`src/include/pin_mux_pkg.sv`:
```
// Constants, register map and state layout for the pin output source multiplexer.
package pin_mux_pkg;

	// ==========================================================
	// Bus widths and responses
	localparam int          AXI_ADDR_W = 8;
	localparam int          AXI_DATA_W = 32;
	localparam logic [1:0]  RESP_OKAY  = 2'h0;
	localparam logic [1:0]  RESP_SLVERR = 2'h2;

	// ==========================================================
	// Register indices; the byte address is four times the index
	localparam logic [7:0] IDX_PIN0_LEVEL = 8'h10;
	localparam logic [7:0] IDX_PIN2_CTL   = 8'h12;
	localparam logic [7:0] IDX_PORT_CFG   = 8'h20;
	localparam logic [7:0] IDX_TX_MASK    = 8'h21;
	localparam logic [7:0] IDX_PIN_STATUS = 8'h22;
	localparam logic [AXI_ADDR_W-1:0] ADDR_PIN0_LEVEL = {IDX_PIN0_LEVEL[5:0], 2'h0};
	localparam logic [AXI_ADDR_W-1:0] ADDR_PIN2_CTL   = {IDX_PIN2_CTL[5:0], 2'h0};
	localparam logic [AXI_ADDR_W-1:0] ADDR_PORT_CFG   = {IDX_PORT_CFG[5:0], 2'h0};
	localparam logic [AXI_ADDR_W-1:0] ADDR_TX_MASK    = {IDX_TX_MASK[5:0], 2'h0};
	localparam logic [AXI_ADDR_W-1:0] ADDR_PIN_STATUS = {IDX_PIN_STATUS[5:0], 2'h0};

	// ==========================================================
	// Field positions of pin2_output_control, port configuration and pin status
	localparam int DRIVE_EN_BIT  = 0;
	localparam int SW_LEVEL_BIT  = 1;
	localparam int SRC_LSB       = 2;
	localparam int SEL_LSB       = 5;
	localparam int SW_MODE_BIT   = 4;
	localparam int STAT_LEVEL_BIT = 0;
	localparam int STAT_EN_BIT   = 1;

	// ==========================================================
	// Reset values
	localparam logic [7:0] PIN2_CTL_RESET = 8'h00;
	localparam logic [3:0] RX_ENABLE_RESET = 4'h0;
	localparam logic [7:0] TX_MASK_RESET  = 8'h00;

	// ==========================================================
	// Source codes
	localparam logic [2:0] SRC_DEV_STATUS = 3'h4;
	localparam logic [2:0] SRC_RESERVED   = 3'h5;

	// Selection codes
	localparam logic [2:0] SEL_0 = 3'h0;
	localparam logic [2:0] SEL_1 = 3'h1;
	localparam logic [2:0] SEL_2 = 3'h2;
	localparam logic [2:0] SEL_3 = 3'h3;
	localparam logic [2:0] SEL_4 = 3'h4;
	localparam logic [2:0] SEL_5 = 3'h5;
	localparam logic [2:0] SEL_6 = 3'h6;
	localparam logic [2:0] SEL_7 = 3'h7;

	// ==========================================================
	// Whole state of the top module
	typedef struct packed {
		logic [7:0]            pinCtl;
		logic                  pin0Level;
		logic [3:0]            rxEnable;
		logic                  softwareMode;
		logic [7:0]            txMask;
		logic                  awSeen;
		logic [AXI_ADDR_W-1:0] awAddr;
		logic                  wSeen;
		logic [AXI_DATA_W-1:0] wData;
		logic                  wStrb0;
		logic                  bValid;
		logic [1:0]            bResp;
		logic                  rValid;
		logic [AXI_DATA_W-1:0] rData;
		logic [1:0]            rResp;
		logic                  pinLevel;
		logic                  pinEnable;
	} mux_state_t;

endpackage : pin_mux_pkg

```
`src/hdl/pin_signal_select.sv`:
```
// Combinational choice of the pin level from source and selection codes.
`timescale 1ns/1ps
module pin_signal_select (
	input  wire logic [2:0]  src,
	input  wire logic [2:0]  sel,
	input  wire logic        pin0Level,
	input  wire logic [3:0]  rxEnable,
	input  wire logic [7:0]  txMask,
	input  wire logic [15:0] rxRemoteGpio,
	input  wire logic [3:0]  rxLock,
	input  wire logic [3:0]  rxPass,
	input  wire logic [3:0]  rxFrameValid,
	input  wire logic [3:0]  rxLineValid,
	input  wire logic        frameSyncPulse,
	input  wire logic [1:0]  txFrameValid,
	input  wire logic [1:0]  txLineValid,
	input  wire logic [1:0]  txSynced,
	input  wire logic [1:0]  txInterrupt,
	output logic             level
);
	import pin_mux_pkg::*;

	logic [1:0] rxPort;
	logic       txPort;
	logic [3:0] txSel;

	assign rxPort = src[1:0];
	assign txPort = src[0];
	assign txSel  = txPort ? txMask[7:4] : txMask[3:0];

	// ==========================================================
	// Selection
	always_comb begin
		level = 1'b0;
		if (!src[2]) begin
			case (sel)
				SEL_0, SEL_1, SEL_2, SEL_3: level = rxRemoteGpio[{rxPort, sel[1:0]}];
				SEL_4: level = rxLock[rxPort];
				SEL_5: level = rxPass[rxPort];
				SEL_6: level = rxFrameValid[rxPort];
				SEL_7: level = rxLineValid[rxPort];
				default: level = 1'b0;
			endcase
		end else if (src == SRC_DEV_STATUS) begin
			case (sel)
				SEL_0: level = pin0Level;
				SEL_1: level = |(rxLock & rxEnable);
				SEL_2, SEL_3: level = &(rxPass | ~rxEnable);
				SEL_4: level = frameSyncPulse;
				default: level = 1'b0;
			endcase
		end else if (src[1]) begin
			case (sel)
				SEL_0: level = &(rxPass | ~txSel);
				SEL_1: level = |(rxPass & txSel);
				SEL_2: level = txFrameValid[txPort];
				SEL_3: level = txLineValid[txPort];
				SEL_4: level = txSynced[txPort];
				SEL_5: level = txInterrupt[txPort];
				default: level = 1'b0;
			endcase
		end
	end

endmodule : pin_signal_select

```
`src/hdl/pin_output_source_mux.sv`:
```
// Output path of one general-purpose pin with its AXI4-Lite register slave.
`timescale 1ns/1ps
module pin_output_source_mux #(
	parameter int RX_PORTS = 4,
	parameter int TX_PORTS = 2
) (
	input  wire logic                              sys_clk,
	input  wire logic                              rst_n,
	input  wire logic [pin_mux_pkg::AXI_ADDR_W-1:0] s_axi_awaddr,
	input  wire logic                              s_axi_awvalid,
	output logic                                   s_axi_awready,
	input  wire logic [pin_mux_pkg::AXI_DATA_W-1:0] s_axi_wdata,
	input  wire logic [3:0]                        s_axi_wstrb,
	input  wire logic                              s_axi_wvalid,
	output logic                                   s_axi_wready,
	output logic [1:0]                             s_axi_bresp,
	output logic                                   s_axi_bvalid,
	input  wire logic                              s_axi_bready,
	input  wire logic [pin_mux_pkg::AXI_ADDR_W-1:0] s_axi_araddr,
	input  wire logic                              s_axi_arvalid,
	output logic                                   s_axi_arready,
	output logic [pin_mux_pkg::AXI_DATA_W-1:0]     s_axi_rdata,
	output logic [1:0]                             s_axi_rresp,
	output logic                                   s_axi_rvalid,
	input  wire logic                              s_axi_rready,
	input  wire logic [15:0]                       rxRemoteGpio,
	input  wire logic [3:0]                        rxLock,
	input  wire logic [3:0]                        rxPass,
	input  wire logic [3:0]                        rxFrameValid,
	input  wire logic [3:0]                        rxLineValid,
	input  wire logic                              frameSyncPulse,
	input  wire logic [1:0]                        txFrameValid,
	input  wire logic [1:0]                        txLineValid,
	input  wire logic [1:0]                        txSynced,
	input  wire logic [1:0]                        txInterrupt,
	output logic                                   pinOut,
	output logic                                   pinOe
);
	import pin_mux_pkg::*;

	// ==========================================================
	// Elaboration checks
	// The three-bit codes only name four receive and two transmit ports.
	if (RX_PORTS != 4 || TX_PORTS != 2) begin : g_bad_ports
		$error("Port counts other than four receive and two transmit are unsupported.");
	end

	mux_state_t st;
	mux_state_t next_st;
	logic       selLevel;
	logic       writeFire;
	logic [2:0] src;
	logic [2:0] sel;

	assign src = st.pinCtl[SRC_LSB +: 3];
	assign sel = st.pinCtl[SEL_LSB +: 3];

	pin_signal_select u_select (
		.src            (src),
		.sel            (sel),
		.pin0Level      (st.pin0Level),
		.rxEnable       (st.rxEnable),
		.txMask         (st.txMask),
		.rxRemoteGpio   (rxRemoteGpio),
		.rxLock         (rxLock),
		.rxPass         (rxPass),
		.rxFrameValid   (rxFrameValid),
		.rxLineValid    (rxLineValid),
		.frameSyncPulse (frameSyncPulse),
		.txFrameValid   (txFrameValid),
		.txLineValid    (txLineValid),
		.txSynced       (txSynced),
		.txInterrupt    (txInterrupt),
		.level          (selLevel)
	);

	// ==========================================================
	// Bus handshakes
	assign s_axi_awready = !st.awSeen && !st.bValid;
	assign s_axi_wready  = !st.wSeen && !st.bValid;
	assign s_axi_arready = !st.rValid;
	assign s_axi_bvalid  = st.bValid;
	assign s_axi_bresp   = st.bResp;
	assign s_axi_rvalid  = st.rValid;
	assign s_axi_rdata   = st.rData;
	assign s_axi_rresp   = st.rResp;
	assign writeFire     = st.awSeen && st.wSeen && !st.bValid;

	// ==========================================================
	// Next state
	always_comb begin
		next_st = st;
		if (s_axi_awvalid && s_axi_awready) begin
			next_st.awSeen = 1'b1;
			next_st.awAddr = s_axi_awaddr;
		end
		if (s_axi_wvalid && s_axi_wready) begin
			next_st.wSeen  = 1'b1;
			next_st.wData  = s_axi_wdata;
			next_st.wStrb0 = s_axi_wstrb[0];
		end
		if (st.bValid && s_axi_bready) begin
			next_st.bValid = 1'b0;
		end
		// Register fields all lie in the low eight bits, so only byte lane 0 can change them.
		if (writeFire) begin
			next_st.awSeen = 1'b0;
			next_st.wSeen  = 1'b0;
			next_st.bValid = 1'b1;
			next_st.bResp  = RESP_OKAY;
			case (st.awAddr)
				ADDR_PIN2_CTL: begin
					if (st.wStrb0) next_st.pinCtl = st.wData[7:0];
				end
				ADDR_PIN0_LEVEL: begin
					if (st.wStrb0) next_st.pin0Level = st.wData[SW_LEVEL_BIT];
				end
				ADDR_PORT_CFG: begin
					if (st.wStrb0) begin
						next_st.rxEnable     = st.wData[3:0];
						next_st.softwareMode = st.wData[SW_MODE_BIT];
					end
				end
				ADDR_TX_MASK: begin
					if (st.wStrb0) next_st.txMask = st.wData[7:0];
				end
				ADDR_PIN_STATUS: next_st.bResp = RESP_OKAY;
				default: next_st.bResp = RESP_SLVERR;
			endcase
		end
		if (st.rValid && s_axi_rready) begin
			next_st.rValid = 1'b0;
		end
		if (s_axi_arvalid && s_axi_arready) begin
			next_st.rValid = 1'b1;
			next_st.rResp  = RESP_OKAY;
			next_st.rData  = '0;
			case (s_axi_araddr)
				ADDR_PIN2_CTL:   next_st.rData[7:0] = st.pinCtl;
				ADDR_PIN0_LEVEL: next_st.rData[SW_LEVEL_BIT] = st.pin0Level;
				ADDR_PORT_CFG: begin
					next_st.rData[3:0]         = st.rxEnable;
					next_st.rData[SW_MODE_BIT] = st.softwareMode;
				end
				ADDR_TX_MASK:    next_st.rData[7:0] = st.txMask;
				ADDR_PIN_STATUS: begin
					next_st.rData[STAT_LEVEL_BIT] = st.pinLevel;
					next_st.rData[STAT_EN_BIT]    = st.pinEnable;
				end
				default: next_st.rResp = RESP_SLVERR;
			endcase
		end
		// registered pin level.
		// A flop after the mux hides decode hazards while the fields are rewritten.
		if (st.softwareMode) begin
			next_st.pinLevel = st.pinCtl[SW_LEVEL_BIT];
		end else begin
			next_st.pinLevel = selLevel;
		end
		next_st.pinEnable = st.pinCtl[DRIVE_EN_BIT];
	end

	// ==========================================================
	// State register
	always_ff @(posedge sys_clk or negedge rst_n) begin
		if (!rst_n) begin
			st              <= '0;
			st.pinCtl       <= PIN2_CTL_RESET;
			st.rxEnable     <= RX_ENABLE_RESET;
			st.txMask       <= TX_MASK_RESET;
			st.bResp        <= RESP_OKAY;
			st.rResp        <= RESP_OKAY;
		end else begin
			st <= next_st;
		end
	end

	assign pinOut = st.pinLevel;
	assign pinOe  = st.pinEnable;

	logic        ctlWrite;
	logic        muxMode;
	logic        txSrc;
	logic [3:0]  txGroup;
	logic [40:0] pinInputs;
	assign ctlWrite  = writeFire && st.awAddr == ADDR_PIN2_CTL && st.wStrb0;
	assign muxMode   = !st.softwareMode && !ctlWrite;
	assign txSrc     = muxMode && src[2:1] == 2'h3;
	assign txGroup   = src[0] ? st.txMask[7:4] : st.txMask[3:0];
	// Every pin-side input; a change in it may legally move the pin in a write cycle.
	assign pinInputs = {rxRemoteGpio, rxLock, rxPass, rxFrameValid, rxLineValid,
		frameSyncPulse, txFrameValid, txLineValid, txSynced, txInterrupt};
endmodule : pin_output_source_mux

```
`config.mk`:
```
export PLATFORM = sky130hd
export DESIGN_NAME = pin_output_source_mux
export DESIGN_NICKNAME = d
export VERILOG_FILES = /design/src/include/pin_mux_pkg.sv /design/src/hdl/pin_signal_select.sv /design/src/hdl/pin_output_source_mux.sv
export SDC_FILE = /design/constraint.sdc
export NUM_CORES = 1
export LEC_CHECK = 0
export BUFFER_PORTS_ARGS = -buffer_cell sky130_fd_sc_hd__buf_4
export CAP_MARGIN = 15
export CELL_PAD_IN_SITES_DETAIL_PLACEMENT = 0
export CELL_PAD_IN_SITES_GLOBAL_PLACEMENT = 1
export CORE_MARGIN = 2
export CORE_UTILIZATION = 35
export CTS_BUF_LIST = sky130_fd_sc_hd__clkbuf_2
export CTS_CLUSTER_DIAMETER = 150
export DETAILED_ROUTE_END_ITERATION = 10
export PLACE_DENSITY_LB_ADDON = 0.15
export SLEW_MARGIN = 20
export SYNTH_ARGS = -nofsm -noshare
export SYNTH_HDL_FRONTEND = slang
export SYNTH_SLANG_ARGS = --single-unit
export TNS_END_PERCENT = 10
```
`constraint.sdc`:
```
create_clock -name sys_clk -period 3.1 [get_ports sys_clk]
set_clock_uncertainty 0.15 [all_clocks]
set_input_delay 0.62 -clock sys_clk [delete_from_list [all_inputs] [get_ports sys_clk]]
set_output_delay 0.62 -clock sys_clk [all_outputs]
set_load 0.02 [all_outputs]
```
### After elaboration in Yosys (flattened, before gate mapping)

Cells that the tools add are included.

| word-level totals | value |
|---|---|
| bits of input ports | 100 |
| word-level logic and storage cells | 114 |
| output and inout port bits | 43 |
| register bits | 81 |

| operators by class | value |
|---|---|
| mux-type cells | 40 |
| reductions and logical operators | 30 |
| order comparisons | 3 |
| bitwise logic cells | 6 |
| equality and inequality tests | 18 |

Operator list:

| kind | number |
|---|---|
| equality test 8 bit, second input constant | 6 |
| 2-to-1 mux 35 bit | 1 |
| 2-to-1 mux 34 bit | 1 |
| equality test 8 x 7 -> 1 bit, second input constant | 4 |
| 2-to-1 mux 1 bit | 21 |
| equality test 3 bit, second input constant | 5 |
| AND reduction 3 bit | 4 |
| OR reduction 4 bit | 3 |
| case mux 1 bit (5 select lines) | 2 |
| OR reduction 5 bit | 2 |
| logical AND 1 bit | 9 |
| 2-to-1 mux 9 bit | 1 |
| case mux 3 bit (3 select lines) | 1 |
| AND 4 bit | 2 |
| binary-select mux 1 bit (select 2 bit) | 4 |
| inverter 4 bit | 2 |
| bitwise OR 4 bit | 2 |
| case mux 1 bit (4 select lines) | 2 |
| AND reduction 4 bit | 2 |
| nonzero test 2 bit | 4 |
| equality test 3 x 2 -> 1 bit, second input constant | 2 |
| case mux 1 bit (6 select lines) | 1 |
| case mux 3 bit (2 select lines) | 1 |
| less-than comparator 4 x 5 -> 1 bit, second input constant | 1 |
| other kinds (10) | 14 |

### Longest topological paths before layout

| logic depth | value |
|---|---|
| depth in word-level cells | 9 |
| depth in mapped cells | 7 |
| depth with buffers taken out | 5 |

### Modules after synthesis

A second synthesis with hierarchy kept.

| second synthesis, totals | value |
|---|---|
| cells, all modules | 267 |
| area, all modules | 3236.9 µm² |

Modules (own cells, without submodules):

| module | area an instance (µm²) | cells each | times used | sequential area each (µm²) |
|---|---|---|---|---|
| pin_output_source_mux | 2682.6 | 215 | 1 | 1376.3 |
| pin_signal_select | 554.3 | 52 | 1 | 0.0 |

### Least setup slack after synthesis

OpenSTA, ideal clock, no wires.

| timing path | value |
|---|---|
| path kind | in2reg |
| start point | input s_axi_araddr[1] in the netlist's numbering |
| end point | register st, in the netlist s_axi_rdata[2] |
| required time | 2873 ps |
| slack | 1069 ps |
| data arrival time | 1804 ps |
| cell stages on the path | 6 |
| path buffers | 1 |
| library setup time | 77 ps |
| path through | or4_4 nor3_2 and2_1 buf_6 a22oi_1 o21ai_1 |

| between the ends | value |
|---|---|
| word-level cells in the longest chain between the ends | 2 |
| elaborated cells on any way between the ends | 4 |
| classes of those cells | eq/ne (3); mux (1) |

RTL lines:

| item | RTL line | source |
|---|---|---|
| from (decl) | pin_output_source_mux.sv:19 | `input wire logic [pin_mux_pkg::AXI_ADDR_W-1:0] s_axi_araddr,` |
| equality test 8 bit / equality test 8 x 7 -> 1 bit (equally long branches) | pin_output_source_mux.sv:138 | `case (s_axi_araddr)` |
| case mux 3 bit (3 select lines) * | pin_output_source_mux.sv:138 |  |
| to (signal assigned) | pin_output_source_mux.sv:174 | `st <= next_st;` |
| to (decl) | pin_output_source_mux.sv:48 | `mux_state_t st;` |

Mark *: on every way between the ends. The rest lies on a longest branch, timed or not.
A chain may end at the register's enable or synchronous reset.

==> metrics.md <==
| Metric | Value |
|---|---|
| Leak Pwr | 1.733 nW |
| Cells after DPL | 457 |
| Post-Syn Area | 3174 µm² |
| Height of the die | 99.24 µm |
| Clock buffer depth | 2 |
| Antenna Cells | 0 |
| Peak supply drop | 0.3135 mV |
| Syn avg cell area | 11.26 µm² |
| Tot GR Track Use | 0.1412 |
| CP startpoint | src[0] |
| Worst-Margin Slew | 0.7104 ns |
| CTS Sinks | 55 |
| Pre-antenna DRT Iters | 4 |
| TNS Setup | 0 ns |
| Pins Over Slew Limit | 0 |
| Die area | 9848 µm² |
| Unique cell type count in the Yosys netlist | 44 |
| Fillers | 875 |
| Routed Antenna Nets | 0 |
| Initial antenna violation count | 0 |
| Gp weighted congestion | 0.8119 |
| Total global routing overflow | 0 |
| Htree depth | 2 |
| Final WL | 6846 µm |
| Most frequent cells in the layout | buf_4 (90), dfrtp_1 (55), mux2_2 (45) |
| Layout Cells excl Fill | 466 |
| Hold buffers post-CTS | 0 |
| Hold path start | s_axi_bready |
| Hpwl dp | 5330 µm |
| Clk_lat worst skew | 0.45 ns |
| Share of flip-flops with an asynchronous set or reset | 1.000 |
| Sequential cell area fraction in the yosys report | 0.4336 |
| Mapped Cells | 282 |
| Worst EP required | 3.29 ns |
| Post_cts resized | 0 |
| Initial core utilization | 0.3622 |
| Setup Viol. Count Final | 0 |
| Commonest non-fill, non-tap cell in the layout | buf_4 |
| Crit path DAT | 2.52 ns |
| Tot Pwr | 2.028 mW |
| CP Class | reg -> reg |
| Post-route DRC | 0 |
| Hold Vio Cnt, Final | 0 |
| Root buf cell | clkbuf_2 |
| Critical path launch point type | flip-flop |
| CTS buffer count | 5 |
| CTS clk-pin slew, worst paths | 0.29 ns |
| Layout Area Growth over Synthesis | 19.47% |
| Vias in the first global route | 2203 |
| IO buf count | 89 |
| # nets final | 457 |
| Die X | 99.24 µm |
| Crit-path max FO | 15 |
| Routed WL per cell | 14.69 µm |
| Share of layout cells above drive strength 1 | 0.4413 |
| Crit end category | flip-flop |
| Post-synth EDFFs | 0 |
| First-pass GRT wire length | 11120 µm |
| Main flop type after synthesis | dfrtp_1 |
| Hold Crit Class | in -> reg |
| Status | completed |
| Ports | 143 |
| Ys Warns | 0 |
| Crit path time final | 2.332 ns |
| RSZ-0062 raised after global routing | no |
| Core area | 8763 µm² |
| Max Cap Violations | 0 |
| Largest net degree at the start of global routing | 56 |
| Max Freq | 428.8 MHz |
| #FFs+latches synth | 55 |
| Rows | 34 |
| DR iter-0 viols | 87 |
| Fin crit share | 0.7523 |
| RR Startpoint | src[0] |
| CTS tree | built |
| Cell Pwr Density | 534.8 nW/µm² |
| Rel. slew slack | 0.5264 |
| Vias per inst | 4.837 |
| Setup Buffers After CTS | 0 |
| Vias | 2254 |
==> metrics by stage <==
stage               utilization  hold WS, ns  setup WS (ns)  cell area, µm²
floorplan                     -       0.1744          1.069            3268
global placement         0.4260       0.2353         0.7646            3734
detailed placement       0.4260       0.2369         0.7601            3734
CTS                      0.4316     0.003413         0.7385            3782
global route             0.4328      0.05271         0.5985            3792
finish                   0.4328       0.1437         0.7680            3792
==> cells in the mapped netlist (all sizes together), types with 5 or more instances <==
| library cell | number | share of area |
|---|---|---|
| mux2 | 46 | 0.16 |
| clkbuf | 5 | 0.0059 |
| inv | 7 | 0.0083 |
| buf | 43 | 0.10 |
| o21ai | 17 | 0.027 |
| a21oi | 6 | 0.0095 |
| a22oi | 5 | 0.012 |
| dfrtp | 55 | 0.43 |
| nor3 | 7 | 0.016 |
| nor2 | 13 | 0.016 |
| nand2b | 8 | 0.016 |
| nand2 | 22 | 0.026 |
| mux4 | 10 | 0.071 |
==> power by group <==
group	internal (mW)	switching [mW]
Combinational	0.365	0.292
Clock	0.0600	0.235
Sequential	0.895	0.182
Total	1.32	0.709
==> sequential cells by signal, summed over array words and instances (netlist names) <==
name / count
next_st: 1
pinOe: 1
pinOut: 1
s_axi_bresp: 1
s_axi_bvalid: 1
s_axi_rdata: 8
s_axi_rresp: 1
s_axi_rvalid: 1
sel: 3
src: 3
st: 34
==> worst paths after layout <==
path	end	slack [ns]	cells after the start
min	s_axi_bvalid	0.14	2
min reg2reg	pinOe	0.29	0
max reg2reg	pinOut	0.77	5
max in group asynchronous	s_axi_rdata[6]	1.79	2
max	pinOut	0.77	5
min in group asynchronous	s_axi_rvalid	0.54	2
==> metal layers <==
layer,vias up,global-route usage,part of all wire
li1,1102,-,-
met1,1079,0.1982,0.47
met2,68,0.2271,0.48
met3,5,0.03092,0.052
met4,0,0.02845,0.0057
met5,-,0,0
==> kinds of logic after synthesis <==
group | share of synthesized area
compound gates | 0.09539
xor+xnor | 0.002760
buf+inv | 0.1171
flops | 0.4336
mux | 0.2448
other cells | 0.001181
simple gates | 0.1052
==> area by class of cell <==
class,instances,area (µm²),share of cell area
clock buffers,5,25.02,0.006598
clock inverters,3,23.77,0.006269
inverters,7,26.28,0.006928
multi-input cells,197,1520,0.4009
flip-flops and latches,55,1376,0.3629
well taps,108,135.1,0.03563
repair buffers,91,685.7,0.1808
==> worst max-delay path: stages, from the launching register on <==
cell	delay, ns
dfrtp_1	0.87
mux4_2	0.60
nand3b_1	0.09
a21boi_0	0.10
a311oi_1	0.27
a211oi_1	0.14
(Power assumes the default switching activity.)
